==> src/rtl/asw3_dummy_unused.sv <==
`timescale 1ns/100ps

==> src/rtl/asw3_pkg.sv <==
package asw3_pkg;
    // register offsets on the plain register port (byte addresses)
    localparam logic [7:0] ASW3_OFF_STATUS = 8'h00;
    localparam logic [7:0] ASW3_OFF_IRQ_STAT = 8'h04;
    localparam logic [7:0] ASW3_OFF_IRQ_MASK = 8'h08;
    localparam logic [7:0] ASW3_OFF_P_OFFSET = 8'h0C;
    localparam logic [7:0] ASW3_OFF_T_OFFSET = 8'h10;
    localparam logic [7:0] ASW3_OFF_T_SPAN_MIN = 8'h14;
    localparam logic [7:0] ASW3_OFF_T_SPAN_MAX = 8'h18;
    localparam logic [7:0] ASW3_OFF_ADJ_STAT = 8'h1C;
    localparam logic [7:0] ASW3_OFF_LIMIT_BASE = 8'h20;
    localparam logic [7:0] ASW3_OFF_LIMIT_LAST = 8'h3C;
    localparam logic [7:0] ASW3_OFF_SENSOR_ID = 8'h40;
    localparam logic [7:0] ASW3_OFF_SENSOR_CAL = 8'h44;

    // limit registers: index = quantity * 2 + kind
    localparam int ASW3_NUM_QTY = 4;
    localparam int ASW3_LIM_WARN = 0;
    localparam int ASW3_LIM_ALARM = 1;
    localparam int ASW3_QTY_CONV_VOL = 0;
    localparam int ASW3_QTY_CONV_FLOW = 1;
    localparam int ASW3_QTY_BASE_VOL = 2;
    localparam int ASW3_QTY_BASE_FLOW = 3;

    // flag positions of the status display word
    localparam int ASW3_BIT_UNUSED = 15;
    localparam int ASW3_BIT_GEN_LOG = 11;
    localparam int ASW3_BIT_CAL_LOG = 10;
    localparam int ASW3_BIT_CONTACT2 = 9;
    localparam int ASW3_BIT_CONTACT1 = 8;
    localparam int ASW3_BIT_CONV_VOL_W = 7;
    localparam int ASW3_BIT_CONV_VOL_A = 6;
    localparam int ASW3_BIT_CONV_FLOW_W = 5;
    localparam int ASW3_BIT_CONV_FLOW_A = 4;
    localparam int ASW3_BIT_BASE_VOL_W = 3;
    localparam int ASW3_BIT_BASE_VOL_A = 2;
    localparam int ASW3_BIT_BASE_FLOW_W = 1;
    localparam int ASW3_BIT_BASE_FLOW_A = 0;

    // adjustment status bits
    localparam int ASW3_ADJ_REJECTED = 0;
    localparam int ASW3_ADJ_LOAD_BUSY = 1;

    // reset values
    localparam logic [15:0] ASW3_RST_WORD = 16'h0000;
    localparam logic [31:0] ASW3_RST_LIMIT = 32'hFFFF_FFFF;
    localparam logic [31:0] ASW3_RST_ZERO = 32'h0000_0000;

    // span factor fraction bits (signed fixed point)
    localparam int ASW3_SPAN_FRAC = 15;

    typedef enum logic [0:0] {
        ASW3_LD_IDLE,
        ASW3_LD_REQ
    } asw3_load_e;
endpackage

==> src/rtl/asw3_thresh.sv <==
`timescale 1ns/100ps
module asw3_thresh
    import asw3_pkg::*;
#(
    parameter int W = 32
) (
    input wire logic [W-1:0] value_i,     // measured quantity
    input wire logic [W-1:0] warn_lim_i,  // warning limit
    input wire logic [W-1:0] alarm_lim_i, // alarm limit
    output logic warn_o,                  // value above warning limit
    output logic alarm_o                  // value above alarm limit
);
    if (W < 2) begin : g_chk
        $error("asw3_thresh: W too small");
    end

    // strict compare: a value equal to the limit is not yet over it
    always_comb begin
        warn_o = value_i > warn_lim_i;
        alarm_o = value_i > alarm_lim_i;
    end
endmodule

==> src/rtl/asw3_tcorr.sv <==
`timescale 1ns/100ps
module asw3_tcorr
    import asw3_pkg::*;
#(
    parameter int W = 16
) (
    input wire logic signed [W-1:0] t_raw_i,    // measured temperature
    input wire logic signed [W-1:0] offset_i,   // common offset
    input wire logic signed [W-1:0] span_min_i, // span below zero
    input wire logic signed [W-1:0] span_max_i, // span from zero up
    output logic signed [W-1:0] t_corr_o        // corrected temperature
);
    logic signed [2*W-1:0] prod;
    logic signed [2*W-1:0] scaled;

    if (W <= ASW3_SPAN_FRAC) begin : g_chk
        $error("asw3_tcorr: W must exceed span fraction bits");
    end

    // sign of the raw reading picks the span segment
    always_comb begin
        prod = t_raw_i * ((t_raw_i < 0) ? span_min_i : span_max_i);
        scaled = prod >>> ASW3_SPAN_FRAC;
        // result wraps on overflow; limits keep readings far from it
        t_corr_o = t_raw_i + offset_i + scaled[W-1:0];
    end
endmodule

==> src/rtl/asw3_status_word.sv <==
// The address map and the plain strobed port were left to the implementer.
`timescale 1ns/100ps
module asw3_status_word
    import asw3_pkg::*;
#(
    parameter int VW = 32, // width of volume and flow values
    parameter int MW = 16  // width of pressure and temperature values
) (
    input wire logic clk_i,                           // 40 MHz clock
    input wire logic resetn_i,                        // async reset, active low
    input wire logic [7:0] addr_i,                    // register byte address
    input wire logic [31:0] wdata_i,                  // write data
    input wire logic we_i,                            // write strobe
    input wire logic re_i,                            // read strobe
    output logic [31:0] rdata_o,                      // read data, cycle after re_i
    output logic irq_o,                               // level interrupt
    input wire logic gen_log_full_i,                  // general log full and wrapping
    input wire logic cal_log_full_i,                  // calibration log full
    input wire logic [1:0] contact_closed_i,          // alarm contacts, 1 = closed
    input wire logic [VW-1:0] hourly_converted_volume_i, // hourly converted volume
    input wire logic [VW-1:0] converted_flow_rate_i,  // converted flow rate
    input wire logic [VW-1:0] hourly_base_volume_i,   // hourly base volume
    input wire logic [VW-1:0] base_flow_rate_i,       // base flow rate
    input wire logic cal_switch_i,                    // calibration switch held
    input wire logic signed [MW-1:0] pressure_raw_i,  // measured pressure
    input wire logic signed [MW-1:0] temp_raw_i,      // measured temperature
    output logic signed [MW-1:0] pressure_o,          // adjusted pressure
    output logic signed [MW-1:0] temp_o,              // adjusted temperature
    input wire logic housing_open_i,                  // housing open
    output logic sensor_req_o,                        // sensor data request
    input wire logic sensor_ack_i,                    // sensor data valid
    input wire logic [31:0] sensor_serial_i,          // sensor identity
    input wire logic [31:0] sensor_cal_i,             // sensor calibration word
    output logic [15:0] status_display_word_o         // status word, four hex digits
);
    if (VW > 32 || VW < 2 || MW > 32 || MW <= ASW3_SPAN_FRAC) begin : g_chk
        $error("asw3_status_word: unsupported widths");
    end

    ////////////////////////////////////////////////////////////////////////////
    // condition flags
    logic [VW-1:0] limit [2*ASW3_NUM_QTY];
    logic [VW-1:0] value [ASW3_NUM_QTY];
    logic [ASW3_NUM_QTY-1:0] cmp_warn;
    logic [ASW3_NUM_QTY-1:0] cmp_alarm;
    logic [15:0] status_q;
    logic [15:0] next_status;

    always_comb begin
        value[ASW3_QTY_CONV_VOL] = hourly_converted_volume_i;
        value[ASW3_QTY_CONV_FLOW] = converted_flow_rate_i;
        value[ASW3_QTY_BASE_VOL] = hourly_base_volume_i;
        value[ASW3_QTY_BASE_FLOW] = base_flow_rate_i;
    end

    for (genvar q = 0; q < ASW3_NUM_QTY; q++) begin : g_qty
        asw3_thresh #(.W(VW)) u_thresh (
            .value_i(value[q]),
            .warn_lim_i(limit[2*q+ASW3_LIM_WARN]),
            .alarm_lim_i(limit[2*q+ASW3_LIM_ALARM]),
            .warn_o(cmp_warn[q]),
            .alarm_o(cmp_alarm[q])
        );
    end

    // recomputed every cycle from the causes, so nothing latches
    always_comb begin
        next_status = ASW3_RST_WORD;
        next_status[ASW3_BIT_UNUSED] = 1'b0;
        next_status[ASW3_BIT_GEN_LOG] = gen_log_full_i;
        next_status[ASW3_BIT_CAL_LOG] = cal_log_full_i;
        next_status[ASW3_BIT_CONTACT2] = ~contact_closed_i[1];
        next_status[ASW3_BIT_CONTACT1] = ~contact_closed_i[0];
        next_status[ASW3_BIT_CONV_VOL_W] = cmp_warn[ASW3_QTY_CONV_VOL];
        next_status[ASW3_BIT_CONV_VOL_A] = cmp_alarm[ASW3_QTY_CONV_VOL];
        next_status[ASW3_BIT_CONV_FLOW_W] = cmp_warn[ASW3_QTY_CONV_FLOW];
        next_status[ASW3_BIT_CONV_FLOW_A] = cmp_alarm[ASW3_QTY_CONV_FLOW];
        next_status[ASW3_BIT_BASE_VOL_W] = cmp_warn[ASW3_QTY_BASE_VOL];
        next_status[ASW3_BIT_BASE_VOL_A] = cmp_alarm[ASW3_QTY_BASE_VOL];
        next_status[ASW3_BIT_BASE_FLOW_W] = cmp_warn[ASW3_QTY_BASE_FLOW];
        next_status[ASW3_BIT_BASE_FLOW_A] = cmp_alarm[ASW3_QTY_BASE_FLOW];
    end

    always_ff @(posedge clk_i or negedge resetn_i) begin
        if (!resetn_i) begin
            status_q <= ASW3_RST_WORD;
        end else begin
            status_q <= next_status;
        end
    end

    // bit 15 is the top of digit one, so each nibble weighs 8 4 2 1
    assign status_display_word_o = status_q;

    ////////////////////////////////////////////////////////////////////////////
    // adjustments, interrupt and register port
    logic [15:0] irq_stat;
    logic [15:0] irq_mask;
    logic signed [MW-1:0] p_offset;
    logic signed [MW-1:0] t_offset;
    logic signed [MW-1:0] span_min;
    logic signed [MW-1:0] span_max;
    logic rejected;
    logic [31:0] rdata;
    logic irq;
    logic [15:0] next_irq_stat;
    logic [15:0] next_irq_mask;
    logic signed [MW-1:0] next_p_offset;
    logic signed [MW-1:0] next_t_offset;
    logic signed [MW-1:0] next_span_min;
    logic signed [MW-1:0] next_span_max;
    logic next_rejected;
    logic [31:0] next_rdata;
    logic [VW-1:0] next_limit [2*ASW3_NUM_QTY];
    logic adj_wr;
    logic load_busy;
    logic [31:0] sensor_id;
    logic [31:0] sensor_cal;
    logic [7:0] lim_off;

    always_comb begin
        adj_wr = we_i && (addr_i == ASW3_OFF_P_OFFSET || addr_i == ASW3_OFF_T_OFFSET ||
                          addr_i == ASW3_OFF_T_SPAN_MIN || addr_i == ASW3_OFF_T_SPAN_MAX);
        lim_off = addr_i - ASW3_OFF_LIMIT_BASE;
        next_irq_mask = irq_mask;
        next_p_offset = p_offset;
        next_t_offset = t_offset;
        next_span_min = span_min;
        next_span_max = span_max;
        next_rejected = rejected;
        next_limit = limit;
        next_irq_stat = irq_stat;
        if (we_i && addr_i == ASW3_OFF_IRQ_STAT) begin
            next_irq_stat = irq_stat & ~wdata_i[15:0];
        end
        // a rising flag sets its bit even in the clearing cycle
        next_irq_stat = next_irq_stat | (next_status & ~status_q);
        if (we_i && addr_i == ASW3_OFF_IRQ_MASK) begin
            next_irq_mask = wdata_i[15:0];
        end
        // the write is the confirmation: without the switch it is dropped
        if (adj_wr) begin
            next_rejected = !cal_switch_i;
        end
        if (adj_wr && cal_switch_i) begin
            if (addr_i == ASW3_OFF_P_OFFSET) begin
                next_p_offset = wdata_i[MW-1:0];
            end
            if (addr_i == ASW3_OFF_T_OFFSET) begin
                next_t_offset = wdata_i[MW-1:0];
            end
            if (addr_i == ASW3_OFF_T_SPAN_MIN) begin
                next_span_min = wdata_i[MW-1:0];
            end
            if (addr_i == ASW3_OFF_T_SPAN_MAX) begin
                next_span_max = wdata_i[MW-1:0];
            end
        end
        if (we_i && addr_i >= ASW3_OFF_LIMIT_BASE && addr_i <= ASW3_OFF_LIMIT_LAST && addr_i[1:0] == 2'b00) begin
            next_limit[lim_off[4:2]] = wdata_i[VW-1:0];
        end
        next_rdata = ASW3_RST_ZERO;
        if (re_i) begin
            unique case (addr_i)
                ASW3_OFF_STATUS: next_rdata[15:0] = status_q;
                ASW3_OFF_IRQ_STAT: next_rdata[15:0] = irq_stat;
                ASW3_OFF_IRQ_MASK: next_rdata[15:0] = irq_mask;
                ASW3_OFF_P_OFFSET: next_rdata[MW-1:0] = p_offset;
                ASW3_OFF_T_OFFSET: next_rdata[MW-1:0] = t_offset;
                ASW3_OFF_T_SPAN_MIN: next_rdata[MW-1:0] = span_min;
                ASW3_OFF_T_SPAN_MAX: next_rdata[MW-1:0] = span_max;
                ASW3_OFF_ADJ_STAT: begin
                    next_rdata[ASW3_ADJ_REJECTED] = rejected;
                    next_rdata[ASW3_ADJ_LOAD_BUSY] = load_busy;
                end
                ASW3_OFF_SENSOR_ID: next_rdata = sensor_id;
                ASW3_OFF_SENSOR_CAL: next_rdata = sensor_cal;
                default: begin
                    if (addr_i >= ASW3_OFF_LIMIT_BASE && addr_i <= ASW3_OFF_LIMIT_LAST && addr_i[1:0] == 2'b00) begin
                        next_rdata[VW-1:0] = limit[lim_off[4:2]];
                    end
                end
            endcase
        end
    end

    always_ff @(posedge clk_i or negedge resetn_i) begin
        if (!resetn_i) begin
            irq_stat <= ASW3_RST_WORD;
            irq_mask <= ASW3_RST_WORD;
            p_offset <= '0;
            t_offset <= '0;
            span_min <= '0;
            span_max <= '0;
            rejected <= 1'b0;
            rdata <= ASW3_RST_ZERO;
            irq <= 1'b0;
            for (int i = 0; i < 2*ASW3_NUM_QTY; i++) begin
                limit[i] <= ASW3_RST_LIMIT[VW-1:0];
            end
        end else begin
            irq_stat <= next_irq_stat;
            irq_mask <= next_irq_mask;
            p_offset <= next_p_offset;
            t_offset <= next_t_offset;
            span_min <= next_span_min;
            span_max <= next_span_max;
            rejected <= next_rejected;
            rdata <= next_rdata;
            irq <= |(next_irq_stat & next_irq_mask);
            limit <= next_limit;
        end
    end

    assign rdata_o = rdata;
    assign irq_o = irq;

    ////////////////////////////////////////////////////////////////////////////
    // measurement correction
    logic signed [MW-1:0] t_corr;
    logic signed [MW-1:0] pressure;
    logic signed [MW-1:0] temp;

    asw3_tcorr #(.W(MW)) u_tcorr (
        .t_raw_i(temp_raw_i),
        .offset_i(t_offset),
        .span_min_i(span_min),
        .span_max_i(span_max),
        .t_corr_o(t_corr)
    );

    always_ff @(posedge clk_i or negedge resetn_i) begin
        if (!resetn_i) begin
            pressure <= '0;
            temp <= '0;
        end else begin
            pressure <= pressure_raw_i + p_offset;
            temp <= t_corr;
        end
    end

    assign pressure_o = pressure;
    assign temp_o = temp;

    ////////////////////////////////////////////////////////////////////////////
    // sensor data take-over after the housing closes
    asw3_load_e ld_state;
    asw3_load_e next_ld_state;
    logic housing_q;
    logic [31:0] next_sensor_id;
    logic [31:0] next_sensor_cal;

    always_comb begin
        next_ld_state = ld_state;
        next_sensor_id = sensor_id;
        next_sensor_cal = sensor_cal;
        unique case (ld_state)
            ASW3_LD_IDLE: begin
                if (housing_q && !housing_open_i) begin
                    next_ld_state = ASW3_LD_REQ;
                end
            end
            ASW3_LD_REQ: begin
                if (sensor_ack_i) begin
                    next_sensor_id = sensor_serial_i;
                    next_sensor_cal = sensor_cal_i;
                    next_ld_state = ASW3_LD_IDLE;
                end
            end
        endcase
    end

    always_ff @(posedge clk_i or negedge resetn_i) begin
        if (!resetn_i) begin
            ld_state <= ASW3_LD_IDLE;
            housing_q <= 1'b0;
            sensor_id <= ASW3_RST_ZERO;
            sensor_cal <= ASW3_RST_ZERO;
        end else begin
            ld_state <= next_ld_state;
            housing_q <= housing_open_i;
            sensor_id <= next_sensor_id;
            sensor_cal <= next_sensor_cal;
        end
    end

    assign load_busy = (ld_state == ASW3_LD_REQ);
    assign sensor_req_o = load_busy;

    ////////////////////////////////////////////////////////////////////////////
    // checks
    a_unused_bit_zero: assert property (@(posedge clk_i) disable iff (!resetn_i)
        status_display_word_o[ASW3_BIT_UNUSED] == 1'b0) else $error("bit F not zero");
    a_gen_log_mirror: assert property (@(posedge clk_i) disable iff (!resetn_i)
        gen_log_full_i [*2] |-> status_display_word_o[ASW3_BIT_GEN_LOG]) else $error("log flag missed");
    a_cal_log_clear: assert property (@(posedge clk_i) disable iff (!resetn_i)
        !cal_log_full_i |=> !status_display_word_o[ASW3_BIT_CAL_LOG]) else $error("cal log flag stuck");
    a_contact_open: assert property (@(posedge clk_i) disable iff (!resetn_i)
        !contact_closed_i[1] |=> status_display_word_o[ASW3_BIT_CONTACT2]) else $error("contact flag missed");
    a_conv_vol_warn: assert property (@(posedge clk_i) disable iff (!resetn_i)
        hourly_converted_volume_i > limit[2*ASW3_QTY_CONV_VOL+ASW3_LIM_WARN]
        |=> status_display_word_o[ASW3_BIT_CONV_VOL_W]) else $error("volume warning missed");
    a_conv_flow_alarm: assert property (@(posedge clk_i) disable iff (!resetn_i)
        converted_flow_rate_i <= limit[2*ASW3_QTY_CONV_FLOW+ASW3_LIM_ALARM]
        |=> !status_display_word_o[ASW3_BIT_CONV_FLOW_A]) else $error("flow alarm false");
    a_base_vol_alarm: assert property (@(posedge clk_i) disable iff (!resetn_i)
        hourly_base_volume_i > limit[2*ASW3_QTY_BASE_VOL+ASW3_LIM_ALARM]
        |=> status_display_word_o[ASW3_BIT_BASE_VOL_A]) else $error("base volume alarm missed");
    a_base_flow_warn: assert property (@(posedge clk_i) disable iff (!resetn_i)
        base_flow_rate_i > limit[2*ASW3_QTY_BASE_FLOW+ASW3_LIM_WARN]
        |=> status_display_word_o[ASW3_BIT_BASE_FLOW_W]) else $error("base flow warning missed");
    a_pressure_shift: assert property (@(posedge clk_i) disable iff (!resetn_i)
        $stable(p_offset) |=> pressure_o == MW'($past(pressure_raw_i) + $past(p_offset))) else $error("pressure offset");
    a_temp_plain_span: assert property (@(posedge clk_i) disable iff (!resetn_i)
        (temp_raw_i >= 0 && span_max == 0) |=> temp_o == MW'($past(temp_raw_i) + $past(t_offset)))
        else $error("temperature correction");
    a_adjust_locked: assert property (@(posedge clk_i) disable iff (!resetn_i)
        (we_i && addr_i == ASW3_OFF_P_OFFSET && !cal_switch_i) |=> $stable(p_offset) && rejected)
        else $error("adjustment taken without switch");
    a_close_loads: assert property (@(posedge clk_i) disable iff (!resetn_i)
        (housing_q && !housing_open_i && !load_busy) |=> sensor_req_o) else $error("no sensor load");
endmodule

==> config.mk <==
export PLATFORM = sky130hd
export DESIGN_NAME = asw3_status_word
export DESIGN_NICKNAME = d
export VERILOG_FILES = /design/src/rtl/asw3_dummy_unused.sv /design/src/rtl/asw3_pkg.sv /design/src/rtl/asw3_thresh.sv /design/src/rtl/asw3_tcorr.sv /design/src/rtl/asw3_status_word.sv
export SDC_FILE = /design/constraint.sdc
export NUM_CORES = 2
export LEC_CHECK = 0
export BUFFER_PORTS_ARGS = -buffer_cell sky130_fd_sc_hd__buf_2
export CAP_MARGIN = 20
export CELL_PAD_IN_SITES_DETAIL_PLACEMENT = 2
export CELL_PAD_IN_SITES_GLOBAL_PLACEMENT = 2
export CORE_MARGIN = 2
export CORE_UTILIZATION = 37
export CTS_CLUSTER_DIAMETER = 120
export DETAILED_ROUTE_END_ITERATION = 10
export PLACE_DENSITY = 0.78
export SLEW_MARGIN = 20
export SYNTH_ARGS = -nofsm -noshare
export SYNTH_HDL_FRONTEND = slang
export SYNTH_HIERARCHICAL = 1
export SYNTH_SLANG_ARGS = --single-unit
==> constraint.sdc <==
create_clock -name clk_i -period 7.8 [get_ports clk_i]
set_input_delay 0.39 -clock clk_i [delete_from_list [all_inputs] [get_ports clk_i]]
set_output_delay 0.39 -clock clk_i [all_outputs]
set_load 0.01 [all_outputs]
==> summary.md <==
| Metric | Value |
|---|---|
| Mapped Area | 38600 um2 |
| Final hold violation count | 0 |
| Worst Path Max Fanout | 3 |
| #FFs+latches synth | 496 |
| 1st-iter DRT viols | 2201 |
| Non-Filler Instances | 5475 |
| FFs w/ async S/R, synth | 100% |
| Period utilisation layout | 115% |
| Vias in the first global route | 36000 |
| Die ar. | 107000 um2 |
| Yosys warns | 6 |
| Critical Path AT | 9.48 ns |
| Slowest CP cell | fa_1 |
| Area Growth Syn to Fin | 21.4% |
| WL/cell | 30.5 um |
| Vias per inst | 5.66 |
| Io pins | 357 |
| CP peak stage delay | 0.61 ns |
| Share of cells above drive strength 1 | 38.7% |
| Initial core utilization | 37.3% |
| Drt pass-1 iters | 8 |
| Die height | 327 um |
| Status | complete, but fails checks |
| Synth Flop Type | dfstp_2 |
| Failing checks | negative setup slack |
| Power density cells | 204 nW/um2 |
| Initial antenna violation count | 29 |
| Clock Skews | 0.0306 ns |
| Vias post-DR | 31000 |
| CP dominant cell by count | fa_1 |
| Maxcap violations | 0 |
| RSZ-0062 raised after global routing | true |
| First-pass GRT wire length | 243000 um |
| Clk_lat worst skew | 0.66 ns |
| Fin nets | 4937 |
| Startpoint types | flop |
| Clock sinks | 496 |
| CTS max path bufs | 3 |
| Drt drc | 0 |
| Routability Congestion | 0.899 |
| Hold Path Class | in2reg |
| Post-Syn Instances | 3455 |
| CTS tree | yes |
| Critical Path Sink Type | flop |
| Share of the yosys chip area belonging to registers | 33.0% |
| Placed Instance Area | 43400 um2 |
| Slew headroom | 22.7% |
| ANT nets after route | 0 |
| Mean Syn Cell Area | 11.2 um2 |
| Port Buffers | 352 |
| Core Region | 103000 um2 |
| Post-synth EDFFs | 0 |
| Leading cell types in the layout, fill and taps excluded | inv_1 (555), mux2_2 (418), ha_1 (349), buf_2 (349), fa_1 (261) |
| Tot GR Track Use | 30.7% |
| Data required, critical path | 8.32 ns |
| Root Driver | clkbuf_16 |
| Final setup viols | 12 |
| Actual slew at the worst max-slew pin | 1.16 ns |
| Total CTS buffers | 66 |
| Peak VDD IR | 0.193 mV |
| Dpl hpwl | 120000 um |
| Die X | 327 um |
| Fin crit period | 8.96 ns |
| Finished Cell Area | 46900 um2 |
| Row cnt | 118 |
| LEAKAGE | 0.0214 uW |
| Max-slew violations | 0 |
| Largest net degree at the start of global routing | 152 |
| Final worst setup slack | -1.16 ns |
| H-tree depth | 3 |
| Netlist cell types | 74 |
| Clock transition at the registers of the reported paths | 0.06 ns |
| Critical path class | reg2reg |
| Final wirelength | 167000 um |
| Placed cell count | 5265 |
| FMAX | 112 MHz |
| Commonest non-fill, non-tap cell in the layout | inv_1 |
| Total grt overflow | 0 |
## area by class of cell
cell class	count	area (um2)
inverter	567	2130
sequential	496	12700
clock buffer	94	1870
fill	10500	56600
clock inverter	26	239
multi-input combinational	2254	23900
antenna	15	37.5
tap	1380	1730
timing repair buffer	643	4240
## per-stage QoR
stage	setup TNS, ns	hold slack (ns)	power [uW]	worst slack (ns)	utilization, %
after CTS	-3.47	0.00237	9140	-0.741	44.9
after detailed placement	-9.99	0.497	5720	-1.35	41.9
after global placement	-5.49	0.474	5510	-0.891	41.9
final	-8.02	0.0254	9570	-1.16	45.3
after floorplan	-1.18	0.0944	4410	-0.490	-
after global routing	-9.03	0.0119	9890	-1.23	45.3
## kinds of logic after synthesis
logic type / after synthesis / synth area share (%)
compound gates: 425 / 7.71
xor+xnor: 51 / 1.16
fa+ha+maj: 634 / 25.8
buf+inv: 708 / 7.07
flops: 496 / 33.0
mux: 516 / 16.9
other cells: 1 / 0.00971
simple gates: 624 / 8.37
## power by group
part           switching (uW)  internal (uW)
sequential                184           2850
combinational            1930           1560
clock                    1350           1700
## synth_stat cells (all sizes together) (16+ instances only)
cell type | n | share of area, %
mux2i | 22 | 0.58
nand4 | 61 | 0.99
nand3 | 60 | 0.78
mux2 | 430 | 13
nor2b | 38 | 0.62
a21o | 21 | 0.41
dfstp | 256 | 17
nor2 | 62 | 0.61
o21a | 22 | 0.43
a222oi | 28 | 0.73
a21oi | 128 | 1.7
ha | 362 | 12
nor3 | 23 | 0.35
xnor2 | 38 | 0.86
inv | 567 | 5.5
nand2 | 214 | 2.1
nor4 | 16 | 0.30
mux4 | 64 | 3.7
buf | 57 | 0.74
dfrtp | 240 | 16
a22oi | 50 | 0.97
a21boi | 17 | 0.33
o21ai | 53 | 0.70
fa | 272 | 14
and2 | 90 | 1.5
clkbuf | 84 | 0.82
## path summary, 6_finish.rpt
check,startpoint,end,slack (ns),cells after the start
max in group asynchronous,resetn_i,span_min[7],5.72,3
min in group asynchronous,resetn_i,sensor_cal[4],0.46,2
hold / removal,sensor_cal_i[21],sensor_cal[21],0.03,2
setup / recovery,span_max[9],temp_o[15],-1.16,32
hold reg to reg,sensor_cal[18],sensor_cal[18],0.51,1
setup reg to reg,span_max[9],temp_o[15],-1.16,32
## flip-flops by register name, summed over array words and instances, names as in the netlist, 32 cells and up
| name | cells |
|---|---|
| rdata_o | 32 |
| sensor_id | 32 |
| sensor_cal | 32 |
| limit | 256 |
## what timing repair did
item | 4_1_cts | 5_1_grt
setup buffers | 15 | 19
hold endpoints to repair | 93 | 0
gates cloned | 0 | 0
endpoints found under the setup margin | 10 | 12
gates resized for setup | 79 | 46
hold buffers | 49 | 0
pin swaps | 60 | 46
## worst max-delay path: cells and delay by family (launching register included)
| kind | cells | cell delay (ns) |
|---|---|---|
| buffers and inverters | 4 | 0.24 |
| DFF | 1 | 0.42 |
| adders and majority gates | 9 | 4.34 |
| xor gates and xnor gates | 2 | 0.31 |
| and+or+nand+nor | 5 | 0.64 |
| muxes | 1 | 0.31 |
| AOI/OAI and AO/OA | 11 | 2.53 |
## routing by layer
layer / vias to the layer above / global-route usage, % / share of wire [%]
li1: 13000 / - / -
met1: 16300 / 36.5 / 39
met2: 1204 / 52.6 / 49
met3: 492 / 5.47 / 5.5
met4: 16 / 17.0 / 6.5
met5: - / 0 / 0.064
Note: power is estimated with default switching activity, not from simulation.
